[config.mk]
export PLATFORM = sky130hd
export DESIGN_NAME = mcg_top
export DESIGN_NICKNAME = d
export VERILOG_FILES = /design/src/mcg_pkg.sv /design/src/mcg_div.sv /design/src/mcg_sync.sv /design/src/mcg_top.sv
export VERILOG_INCLUDE_DIRS = /design/src
export SDC_FILE = /design/constraint.sdc
export NUM_CORES = 1
export LEC_CHECK = 0
export BUFFER_PORTS_ARGS = -buffer_cell sky130_fd_sc_hd__buf_4
export CAP_MARGIN = 20
export CORE_ASPECT_RATIO = 0.9
export CORE_MARGIN = 2
export CORE_UTILIZATION = 58
export CTS_CLUSTER_DIAMETER = 120
export DETAILED_ROUTE_END_ITERATION = 16
export GPL_ROUTABILITY_DRIVEN = 0
export GPL_TIMING_DRIVEN = 0
export PLACE_DENSITY = 0.94
export SLEW_MARGIN = 20
export SYNTH_ARGS = -nofsm -noshare
export SYNTH_HDL_FRONTEND = slang
export SYNTH_SLANG_ARGS = --single-unit
[constraint.sdc]
create_clock -name mclk_i -period 3.06 [get_ports mclk_i]
set_clock_uncertainty 0.2 [all_clocks]
set_input_delay 0.459 -clock mclk_i [delete_from_list [all_inputs] [get_ports mclk_i]]
set_output_delay 0.459 -clock mclk_i [all_outputs]
set_load 0.005 [all_outputs]
[src/mcg_regs.svh]
// Register offsets, field positions, reset values and timing counts of the
// main clock generation block. Assumes inclusion by its bare name.
`ifndef MCG_REGS_SVH
`define MCG_REGS_SVH
`define MCG_ADDR_W          4
`define MCG_OFS_CTRL        4'h0
`define MCG_OFS_TRIM        4'h1
`define MCG_OFS_STATUS      4'h2
`define MCG_OFS_FTRIM5      4'h3
`define MCG_OFS_FTRIM3      4'h4
`define MCG_CTRL_RST        8'h00
`define MCG_TRIM_RST        8'hFF
`define MCG_TRIM_SEARCH     8'h80
`define MCG_BIT_SMS         0
`define MCG_BIT_MCO         1
`define MCG_BIT_LOCK        0
`define MCG_SLOW_DIV        32
`define MCG_STARTUP_NS      64000
`define MCG_CLK_NS          25
`define MCG_STARTUP_CYC     ((`MCG_STARTUP_NS + `MCG_CLK_NS - 1) / `MCG_CLK_NS)
`define MCG_LOCK_NS         6000
`define MCG_LOCK_CYC        ((`MCG_LOCK_NS + `MCG_CLK_NS - 1) / `MCG_CLK_NS)
`endif

[src/mcg_pkg.sv]
// Types shared by the main clock generation block.
// Assumes mcg_regs.svh is available for the numeric constants.
package mcg_pkg;
    // Oscillator source selected by option bits.
    typedef enum logic [1:0] {
        MCG_SRC_EXT,
        MCG_SRC_XTAL,
        MCG_SRC_RC
    } mcg_src_t;

    // Option bits that configure the block at reset.
    typedef struct packed {
        mcg_src_t   src;
        logic       pll_on;
        logic       pll_x8;
        logic       tpll_on;
        logic       tdiv2;
    } mcg_opt_t;

    // Register port request.
    typedef struct packed {
        logic [3:0] addr;
        logic [7:0] wdata;
        logic       wr;
        logic       rd;
    } mcg_bus_t;
endpackage

[src/mcg_div.sv]
// Parameterised enable-pulse divider.
// Assumes one clock domain and a synchronous, active-low reset.
`timescale 1ns/10ps
module mcg_div #(
    parameter int DIV = 32
) (
    input  wire logic mclk_i,
    input  wire logic rst_n_i,
    input  wire logic tick_i,
    output logic      tick_o
);
    logic [$clog2(DIV)-1:0] cnt_reg;

    // One output pulse for every DIV input pulses.
    always_ff @(posedge mclk_i) begin
        if (!rst_n_i) begin
            cnt_reg <= '0;
            tick_o  <= 1'b0;
        end else begin
            tick_o <= 1'b0;
            if (tick_i) begin
                if (cnt_reg == $clog2(DIV)'(DIV - 1)) begin
                    cnt_reg <= '0;
                    tick_o  <= 1'b1;
                end else begin
                    cnt_reg <= cnt_reg + 1'b1;
                end
            end
        end
    end
endmodule

[src/mcg_sync.sv]
// Three-stage synchroniser; a change counts when stages two and three agree.
// Assumes an asynchronous input and a synchronous, active-low reset.
`timescale 1ns/10ps
module mcg_sync (
    input  wire logic mclk_i,
    input  wire logic rst_n_i,
    input  wire logic d_i,
    output logic      q_o
);
    logic s1_reg;
    logic s2_reg;
    logic s3_reg;

    // Stage one feeds only stage two, to keep metastability contained.
    always_ff @(posedge mclk_i) begin
        if (!rst_n_i) begin
            s1_reg <= 1'b0;
            s2_reg <= 1'b0;
            s3_reg <= 1'b0;
            q_o    <= 1'b0;
        end else begin
            s1_reg <= d_i;
            s2_reg <= s1_reg;
            s3_reg <= s2_reg;
            if (s2_reg == s3_reg) begin
                q_o <= s3_reg;
            end
        end
    end
endmodule

[src/mcg_top.sv]
// Main clock generation: source select, PLL start control, slow divider,
// clock output enable, RC trim register and factory trim bytes.
// Assumes analog oscillators and PLLs outside, reporting through levels;
// clocks are modelled as enable ticks on mclk_i.
//
// The strobed register port and the register addresses were left to the implementer.
`timescale 1ns/10ps
`include "mcg_regs.svh"
module mcg_top
    import mcg_pkg::*;
#(
    parameter int STARTUP_CYC = `MCG_STARTUP_CYC,
    parameter int LOCK_CYC    = `MCG_LOCK_CYC,
    parameter int SLOW_DIV    = `MCG_SLOW_DIV
) (
    input  wire logic       mclk_i,
    input  wire logic       rst_n_i,
    input  wire mcg_opt_t   opt_i,
    input  wire mcg_bus_t   bus_i,
    output logic [7:0]      rdata_o,
    input  wire logic       ext_clk_tick_i,
    input  wire logic       pin_clk_tick_i,
    input  wire logic       xtal_tick_i,
    input  wire logic       rc_tick_i,
    input  wire logic       pll_tick_i,
    input  wire logic       wake_i,
    input  wire logic       prot_clear_i,
    input  wire logic       ftrim_load_i,
    input  wire logic [7:0] ftrim5_i,
    input  wire logic [7:0] ftrim3_i,
    output logic [7:0]      rc_trim_o,
    output logic [1:0]      pll_mult_o,
    output logic            pll_en_o,
    output logic            tpll_en_o,
    output logic            tpll_div2_o,
    output logic            osc_tick_o,
    output logic            cpu_tick_o,
    output logic            mco_pin_o,
    output logic            mco_pin_oe_n_o,
    output logic            pll_lock_o
);
    typedef enum logic [1:0] {
        MCG_PLL_OFF,
        MCG_PLL_START,
        MCG_PLL_LOCKING,
        MCG_PLL_RUN
    } mcg_pll_st_t;

    logic [7:0]  ctrl_reg;
    logic [7:0]  trim_reg;
    logic [7:0]  ft5_reg;
    logic [7:0]  ft3_reg;
    mcg_pll_st_t pll_st_reg;
    logic [$clog2(STARTUP_CYC+LOCK_CYC+1)-1:0] pll_cnt_reg;
    logic        lock_reg;
    logic        slow_reg;
    logic        ext_tick;
    logic        pin_tick;
    logic        wake_s;
    logic        wake_d_reg;
    logic        src_tick;
    logic        slow_tick;
    logic        mco_reg;

    // External clock, pin clock and wake level arrive from outside the clock domain.
    mcg_sync u_sync_ext (
        .mclk_i  (mclk_i),
        .rst_n_i (rst_n_i),
        .d_i     (ext_clk_tick_i),
        .q_o     (ext_tick)
    );
    mcg_sync u_sync_pin (
        .mclk_i  (mclk_i),
        .rst_n_i (rst_n_i),
        .d_i     (pin_clk_tick_i),
        .q_o     (pin_tick)
    );
    mcg_sync u_sync_wake (
        .mclk_i  (mclk_i),
        .rst_n_i (rst_n_i),
        .d_i     (wake_i),
        .q_o     (wake_s)
    );

    // Source tick chosen from option bits; with the PLL on, it is low until the locking state and the PLL tick from then on.
    always_comb begin
        case (opt_i.src)
            MCG_SRC_RC:   src_tick = rc_tick_i;
            MCG_SRC_XTAL: src_tick = xtal_tick_i;
            MCG_SRC_EXT:  src_tick = ext_tick;
            default:      src_tick = pin_tick;
        endcase
        if (opt_i.pll_on) begin
            src_tick = (pll_st_reg != MCG_PLL_OFF && pll_st_reg != MCG_PLL_START)
                       ? pll_tick_i : 1'b0;
        end
    end

    // Multiplier set-up for the analog PLLs, fixed by option bits.
    always_ff @(posedge mclk_i) begin
        if (!rst_n_i) begin
            pll_en_o    <= 1'b0;
            pll_mult_o  <= 2'h0;
            tpll_en_o   <= 1'b0;
            tpll_div2_o <= 1'b0;
        end else begin
            pll_en_o    <= opt_i.pll_on;
            pll_mult_o  <= opt_i.pll_x8 ? 2'h3 : 2'h2;
            tpll_en_o   <= opt_i.tpll_on;
            tpll_div2_o <= opt_i.tdiv2 | (opt_i.src == MCG_SRC_XTAL);
        end
    end

    // Startup and lock sequence, restarted on reset and on each rising wake edge.
    always_ff @(posedge mclk_i) begin
        if (!rst_n_i) begin
            pll_st_reg  <= MCG_PLL_OFF;
            pll_cnt_reg <= '0;
            lock_reg    <= 1'b0;
            wake_d_reg  <= 1'b0;
        end else begin
            wake_d_reg <= wake_s;
            if (wake_s && !wake_d_reg) begin
                pll_st_reg  <= MCG_PLL_OFF;
                pll_cnt_reg <= '0;
                lock_reg    <= 1'b0;
            end else begin
                case (pll_st_reg)
                    MCG_PLL_OFF: begin
                        if (opt_i.pll_on) begin
                            pll_st_reg <= MCG_PLL_START;
                        end
                    end
                    MCG_PLL_START: begin
                        pll_cnt_reg <= pll_cnt_reg + 1'b1;
                        if (pll_cnt_reg == $bits(pll_cnt_reg)'(STARTUP_CYC - 1)) begin
                            pll_st_reg  <= MCG_PLL_LOCKING;
                            pll_cnt_reg <= '0;
                        end
                    end
                    MCG_PLL_LOCKING: begin
                        pll_cnt_reg <= pll_cnt_reg + 1'b1;
                        if (pll_cnt_reg == $bits(pll_cnt_reg)'(LOCK_CYC - 1)) begin
                            pll_st_reg <= MCG_PLL_RUN;
                            lock_reg   <= 1'b1;
                        end
                    end
                    MCG_PLL_RUN: begin
                        lock_reg <= 1'b1;
                    end
                    default: pll_st_reg <= MCG_PLL_OFF;
                endcase
            end
        end
    end

    // Divide-by-32 enable for slow mode.
    mcg_div #(
        .DIV (SLOW_DIV)
    ) u_slow (
        .mclk_i  (mclk_i),
        .rst_n_i (rst_n_i),
        .tick_i  (src_tick),
        .tick_o  (slow_tick)
    );

    // Mode change takes effect only on a divider boundary, so the CPU sees no shortened
    // period when entering slow mode; on leaving it, the first normal tick can come one cycle after the last slow tick.
    always_ff @(posedge mclk_i) begin
        if (!rst_n_i) begin
            slow_reg <= 1'b0;
        end else if (slow_tick) begin
            slow_reg <= ctrl_reg[`MCG_BIT_SMS];
        end
    end

    // Clock ticks to the CPU and the oscillator clock net.
    always_ff @(posedge mclk_i) begin
        if (!rst_n_i) begin
            osc_tick_o <= 1'b0;
            cpu_tick_o <= 1'b0;
        end else begin
            osc_tick_o <= src_tick;
            cpu_tick_o <= slow_reg ? slow_tick : src_tick;
        end
    end

    // Clock out pin toggles on each CPU tick; undriven when disabled.
    always_ff @(posedge mclk_i) begin
        if (!rst_n_i) begin
            mco_reg        <= 1'b0;
            mco_pin_o      <= 1'b0;
            mco_pin_oe_n_o <= 1'b1;
        end else begin
            if (cpu_tick_o) begin
                mco_reg <= ~mco_reg;
            end
            mco_pin_o      <= mco_reg;
            mco_pin_oe_n_o <= ~ctrl_reg[`MCG_BIT_MCO];
        end
    end

    // Control register: only the two defined bits are writable.
    always_ff @(posedge mclk_i) begin
        if (!rst_n_i) begin
            ctrl_reg <= `MCG_CTRL_RST;
        end else if (bus_i.wr && bus_i.addr == `MCG_OFS_CTRL) begin
            ctrl_reg <= {6'h00, bus_i.wdata[1:0]};
        end
    end

    // Trim register; software must reload its calibration after every reset.
    always_ff @(posedge mclk_i) begin
        if (!rst_n_i) begin
            trim_reg <= `MCG_TRIM_RST;
        end else if (bus_i.wr && bus_i.addr == `MCG_OFS_TRIM) begin
            trim_reg <= bus_i.wdata;
        end
    end

    // The trim word drives the RC oscillator; lower code means faster.
    always_ff @(posedge mclk_i) begin
        if (!rst_n_i) begin
            rc_trim_o <= `MCG_TRIM_RST;
        end else begin
            rc_trim_o <= trim_reg;
        end
    end

    // Factory trim bytes, loaded from memory and wiped on protection removal.
    always_ff @(posedge mclk_i) begin
        if (!rst_n_i) begin
            ft5_reg <= `MCG_TRIM_RST;
            ft3_reg <= `MCG_TRIM_RST;
        end else if (prot_clear_i) begin
            ft5_reg <= `MCG_TRIM_RST;
            ft3_reg <= `MCG_TRIM_RST;
        end else if (ftrim_load_i) begin
            ft5_reg <= ftrim5_i;
            ft3_reg <= ftrim3_i;
        end
    end

    // Read data in the cycle after the strobe; unmapped reads return zero.
    always_ff @(posedge mclk_i) begin
        if (!rst_n_i) begin
            rdata_o <= 8'h00;
        end else if (bus_i.rd) begin
            case (bus_i.addr)
                `MCG_OFS_CTRL:   rdata_o <= ctrl_reg;
                `MCG_OFS_TRIM:   rdata_o <= trim_reg;
                `MCG_OFS_STATUS: rdata_o <= {7'h00, lock_reg};
                `MCG_OFS_FTRIM5: rdata_o <= ft5_reg;
                `MCG_OFS_FTRIM3: rdata_o <= ft3_reg;
                default:         rdata_o <= 8'h00;
            endcase
        end else begin
            rdata_o <= 8'h00;
        end
    end

    // Lock level to the pin, one cycle behind the status bit.
    always_ff @(posedge mclk_i) begin
        if (!rst_n_i) begin
            pll_lock_o <= 1'b0;
        end else begin
            pll_lock_o <= lock_reg;
        end
    end

    // Checks on the behaviour of this block.
    a_ctrl_rsv_zero: assert property (@(posedge mclk_i) disable iff (!rst_n_i)
        ctrl_reg[7:2] == 6'h00) else $error("control reserved bits set");
    a_trim_reset_ff: assert property (@(posedge mclk_i)
        !rst_n_i |=> trim_reg == 8'hFF) else $error("trim not FFh after reset");
    a_trim_drives_rc: assert property (@(posedge mclk_i) disable iff (!rst_n_i)
        $changed(trim_reg) |=> rc_trim_o == $past(trim_reg)) else $error("trim not applied");
    a_lock_after_run: assert property (@(posedge mclk_i) disable iff (!rst_n_i)
        $rose(lock_reg) |-> pll_st_reg == MCG_PLL_RUN) else $error("lock before run");
    a_pll_held_start: assert property (@(posedge mclk_i) disable iff (!rst_n_i)
        (opt_i.pll_on && pll_st_reg == MCG_PLL_START) |-> !src_tick)
        else $error("clock out during startup");
    a_rc_direct_sel: assert property (@(posedge mclk_i) disable iff (!rst_n_i)
        (!opt_i.pll_on && opt_i.src == MCG_SRC_RC) |-> src_tick == rc_tick_i)
        else $error("RC not selected");
    a_ext_direct_sel: assert property (@(posedge mclk_i) disable iff (!rst_n_i)
        (!opt_i.pll_on && opt_i.src == MCG_SRC_EXT) |-> src_tick == ext_tick)
        else $error("external not selected");
    a_slow_cpu_tick: assert property (@(posedge mclk_i) disable iff (!rst_n_i)
        (slow_reg && !slow_tick) |=> !cpu_tick_o) else $error("slow tick extra");
    a_mco_oe_follow: assert property (@(posedge mclk_i) disable iff (!rst_n_i)
        ##1 mco_pin_oe_n_o == !$past(ctrl_reg[1])) else $error("clock out enable wrong");
    a_slow_switch_edge: assert property (@(posedge mclk_i) disable iff (!rst_n_i)
        $changed(slow_reg) |-> $past(slow_tick)) else $error("mode switched mid period");
    a_ftrim_erase: assert property (@(posedge mclk_i) disable iff (!rst_n_i)
        prot_clear_i |=> ft5_reg == 8'hFF && ft3_reg == 8'hFF) else $error("trim not erased");
endmodule

Word-level counts from Yosys, hierarchy flattened:

Cells that the tools add are included.

* register bits after elaboration: 88
* bits of input ports: 46
* output and inout bits: 26
* logic and storage cells: 94

* $add $sub $neg: 2
* equality and inequality tests: 19
* muxes and demuxes: 16
* bitwise logic cells: 4
* reductions and logical operators: 18

Operators by type and width (number)
* 8-bit case mux with 5 select lines: 1
* 12-bit case mux with 2 select lines: 1
* 12-bit by 1-bit adder with 12-bit output, second input constant: 1
* 12-bit == test, second input constant: 1
* 12-bit by 8-bit == test with 1-bit output, second input constant: 1
* 12-bit 2-to-1 mux: 1
* 4-bit by 2-bit == test with 1-bit output, second input constant: 2
* 2-bit == test, second input constant: 3
* 1-bit 2-to-1 mux: 6
* 2-bit 2-to-1 mux: 3
* 2-bit != test, second input constant: 3
* 2-bit case mux with 3 select lines: 1
* 2-bit AND reduction: 3
* 2-bit nonzero test: 3
* 5-bit by 1-bit adder with 5-bit output, second input constant: 1
* 5-bit == test, second input constant: 1
* 5-bit 2-to-1 mux: 1
* 2-bit by 1-bit == test with 1-bit output, second input constant: 2
* 4-bit by 1-bit == test with 1-bit output, second input constant: 1
* 4-bit by 3-bit == test with 1-bit output, second input constant: 1
* 1-bit logical AND: 4
* 2-bit logical NOT: 2
* 4-bit logical NOT: 1
* 4-bit AND reduction: 1
* 9 further kinds: 14

Depth between registers and ports, before layout:

* word-level depth: 5
* gate-level depth with buffers: 7
* gate-level depth less buffers: 6

Hierarchy:

A second synthesis with hierarchy kept.

* cells, all modules: 340
* area total of the unflattened synthesis: 3403.3 sq um

By module, submodules not included
* mcg_top: times used 1, cells an instance 283, area an instance 2783.9 sq um, seq. area each 1401.3 sq um
* mcg_sync: times used 3, cells an instance 10, area an instance 116.4 sq um, seq. area each 80.1 sq um
* mcg_div: times used 1, cells an instance 27, area an instance 270.3 sq um, seq. area each 120.1 sq um

Least setup slack after synthesis:

OpenSTA, ideal clock, no wires.

* kind: flip-flop to flip-flop
* start point: reg pll_st_reg[0]
* end point: reg pll_cnt_reg[11]
* setup time: 0.070 ns
* arrival: 1.663 ns
* data required time: 2.790 ns
* path slack: 1.127 ns
* cell stages (with the launch flop): 7
* buffers on the path: 1
* clock period less this slack: 1.933 ns
* cells stage by stage: dfxtp_1 -> inv_1 -> ha_1 -> buf_2 -> nand4_1 -> or4_1 -> a21oi_1

* longest elaborated chain between the ends: 2

RTL lines
* from (decl): RTL line mcg_top.sv:53 `mcg_pll_st_t pll_st_reg;`
* from (signal assigned): RTL line mcg_top.sv:117 `pll_st_reg <= MCG_PLL_OFF;`
* from (signal assigned): RTL line mcg_top.sv:124 `pll_st_reg <= MCG_PLL_OFF;`
* from (signal assigned): RTL line mcg_top.sv:131 `pll_st_reg <= MCG_PLL_START;`
* 2-bit == test / 2-bit by 1-bit == test with 1-bit output (equally long branches): RTL line mcg_top.sv:128 `case (pll_st_reg)`
* 12-bit case mux with 2 select lines / 2-bit nonzero test (equally long branches)
* to (signal assigned): RTL line mcg_top.sv:135 `pll_cnt_reg <= pll_cnt_reg + 1'b1;`
* to (signal assigned): RTL line mcg_top.sv:142 `pll_cnt_reg <= pll_cnt_reg + 1'b1;`
* to (decl): RTL line mcg_top.sv:54 `logic [$clog2(STARTUP_CYC+LOCK_CYC+1)-1:0] pll_cnt_reg;`

Parallel ways exist; a longest one is shown, timed or not.
A chain may end at the register's enable or synchronous reset.

Worst setup path after layout:

Same ends and word-level chain as after synthesis.

==> summary.txt <==
Status
  – Status: finished, final reports clean

GRT
  – Initial antenna violation count: 0
  – Total Routing Usage GR: 23.8%
  – Largest net degree at the start of global routing: 16
  – Vias in the first global route: 2700
  – Grt total ovfl: 0
  – First-pass GRT wire length: roughly 12 mm

Floorplan
  – Core ar.: around 0.0057 mm²
  – Die Footprint: 0.00657 mm²
  – Initial Utilization: 60.5%
  – Die Height: approximately 77 µm
  – Die width: between 80 and 90 µm
  – Row cnt: 26
  – Io pins: just over 70

STA
  – # setup viols final: 0
  – Hold Slack: around 0.10 ns
  – Slew margin rel.: 67.2%
  – F_max: about 0.46 GHz
  – Worst-Margin Slew: slightly below 0.5 ns
  – RSZ-0062 raised after global routing: no
  – Fin. Hold Viols: 0
  – Post-route setup slack: slightly below 0.9 ns
  – Final max-slew violation count: 0
  – Setup TNS: 0 ns
  – Crit share post-route: 71.0%
  – Post-layout minimum cycle time: approximately 2.2 ns

Clock network
  – CTS clk-pin slew, worst paths: ~0.080 ns
  – Clock root cell: clkbuf_8
  – # H-tree levels: 3
  – TritonCTS Sinks: around 90
  – Clock Latency Late Sink: about 0.36 ns
  – Setup Buffers After CTS: 0
  – CTS Buf Count: 9
  – Maximum root-to-sink buffer count: 2
  – CTS tree: yes

Finish
  – Fin area: 0.00426 mm²
  – Nets@finish: between 400 and 500
  – Share of cells above drive strength 1: around a quarter
  – Most common cell after layout, fill and taps aside: dfxtp_1
  – # fillers: 399
  – Max reg flops: 12
  – Most frequent cells in the layout: 88 x dfxtp_1, 69 x buf_4, 43 x nand2_1, 28 x mux2i_1, 22 x nor2_1
  – Fin cells: between 400 and 500
  – Area Overhead vs Synth: 23.8%
  – Ant. Diodes: 0

Logic synthesis
  – Share of synthesized registers carrying an async set or reset: 0%
  – EDFF count, synth: 0
  – Total of warnings raised by yosys: 0
  – Ranking of synthesized cells by area: dfxtp_1 51%, mux2i_1 8.1%, nand2_1 4.7%
  – Library cells used by synthesis: 50
  – Syn_area_per_cell: 10.2 µm²
  – Synth Area in XOR/XNOR: around 2.8%
  – FF+latch count, synth: 88
  – Adder-cell share of the synthesized area: under 10%
  – Post-synth top area share: roughly half
  – Post-synthesis instance total: around 340
  – Compound-cell area share of the yosys netlist: a little under an eighth
  – Post-synthesis mux area share: 9.89%
  – Syn nets: a little under 400
  – Largest family of logic cells by synthesized area: simple AND/OR/NAND/NOR gates
  – Post-synthesis sequential area ratio: approximately half
  – Post-synthesis simple-gate area fraction: around a fifth
  – Synthesized area: approximately 0.0034 mm²
  – Largest area contributor in the netlist: dfxtp_1
  – Main synth FF type: dfxtp_1

Power and ir drop
  – Power per cell area: between 500 and 600 mW/mm²
  – Leak: 1.85 nW
  – Max IR drop VDD: about 0.47 mV

Routing
  – Residual DRC: 0
  – Via Count: approximately 2700
  – Routed len/inst: ~15 µm
  – Total wire length: between 7 and 8 mm
  – Drt via density: approximately 5.4
  – Drt first pass iters: 4
  – DRT iter0 DRCs: between 100 and 150
  – Final ANT Viol Nets: 0

Critical path
  – Crit end category: flop
  – Worst Path Arrival: ~2.3 ns
  – End of the worst register-to-register path: pll_cnt_reg[11]
  – Register-to-register setup slack: approximately 0.9 ns
  – Reg-to-Reg Start: pll_st_reg[0]
  – CP max FO: 8
  – Startpoint types: flop
  – Crit path launch: pll_st_reg[0]
  – Worst reg2reg path depth: 6
  – Crit Path Category: flop to flop
  – WP data required: 3.15 ns

Placed design
  – Post-DP Area: around 0.004 mm²
  – Port Buffers: between 60 and 70
  – DP Cell Count: around 480
  – Hpwl dp: 5.33 mm
  – Dpl ws: approximately 0.92 ns

Hold path
  – Hold Crit Depth: 2
  – Hold path start: wake_i
  – WHS Endpoint: u_sync_wake.s1_reg
  – Worst Hold Class: input port to flop

Flow run
  – Max_cap viols: 0
==> worst max-delay path, stage by stage, from the launching register on <==
cell and delay (ns):
dfxtp_1 0.43, inv_1 0.11, ha_1 0.29, buf_2 0.19, nand4_1 0.21, or4_1 0.52, a21oi_1 0.15
==> layer usage <==
metal	routed length (µm)	share of wire [%]	global-route usage (%)
met1	3180	43	27.8
met2	3630	50	41.7
met3	381	5.2	7.43
met4	136	1.9	6.67
met5	0	0	0
==> per-stage QoR <==
| step | power, mW | util (%) |
|---|---|---|
| after floorplan | 1.57 | - |
| after global placement | 1.69 | 71.1 |
| after detailed placement | 1.71 | 71.1 |
| after CTS | 2.52 | 74.7 |
| after global routing | 2.63 | 74.9 |
| final | 2.51 | 74.9 |
==> repair_timing <==
action	4_1_cts	5_1_grt
hold buffers	0	1
gates resized for setup	0	0
endpoints found under the hold margin	0	1
==> power breakdown <==
part	switching [mW]	internal [mW]
clock network	0.418	0.404
registers	0.0530	1.21
logic	0.218	0.211
total	0.688	1.82
==> cell type report <==
cell class,instances,area (µm²),share of cell area (%)
flip-flops and latches,88,1760,41.3
multi-input cells,229,1590,37.3
repair buffers,70,528,12.4
clock buffers,10,138,3.23
well taps,70,87.6,2.05
plain buffers,16,68.8,1.61
clock inverters,6,67.6,1.58
inverters,6,22.5,0.528
==> worst max path at each step <==
stage	end	depth (start not counted)
after global placement	pll_cnt_reg[11]	6
after CTS	pll_cnt_reg[11]	6
after detailed placement	pll_cnt_reg[11]	6
final	pll_cnt_reg[11]	6
after global routing	rdata_o[1]	6
after floorplan	pll_cnt_reg[11]	6
==> cell usage after synthesis, drive strengths merged (2+ instances only) <==
| cell | n |
|---|---|
| a21boi | 9 |
| a21oi | 2 |
| a22oi | 6 |
| a2bb2oi | 6 |
| a31o | 2 |
| a41oi | 2 |
| and2 | 19 |
| and3 | 3 |
| and4 | 2 |
| buf | 8 |
| clkbuf | 8 |
| dfxtp | 88 |
| ha | 9 |
| inv | 6 |
| mux2i | 29 |
| nand2 | 43 |
| nand2b | 10 |
| nand3 | 6 |
| nand3b | 2 |
| nand4 | 5 |
| nor2 | 22 |
| nor2b | 4 |
| nor3 | 5 |
| nor3b | 2 |
| o21a | 5 |
| o21ai | 9 |
| xnor2 | 5 |
| xor2 | 6 |
==> kinds of logic (layout without fill, tap and decap cells) <==
logic type | count (synthesis) | after routing
AO/OA/AOI/OAI | 50 | 50
XOR/XNOR | 11 | 11
adder cells (fa/ha/maj) | 9 | 9
buffers and inverters | 22 | 108
flip-flops | 88 | 88
multiplexers | 31 | 31
AND/OR/NAND/NOR | 128 | 128
(Power assumes the default switching activity.)
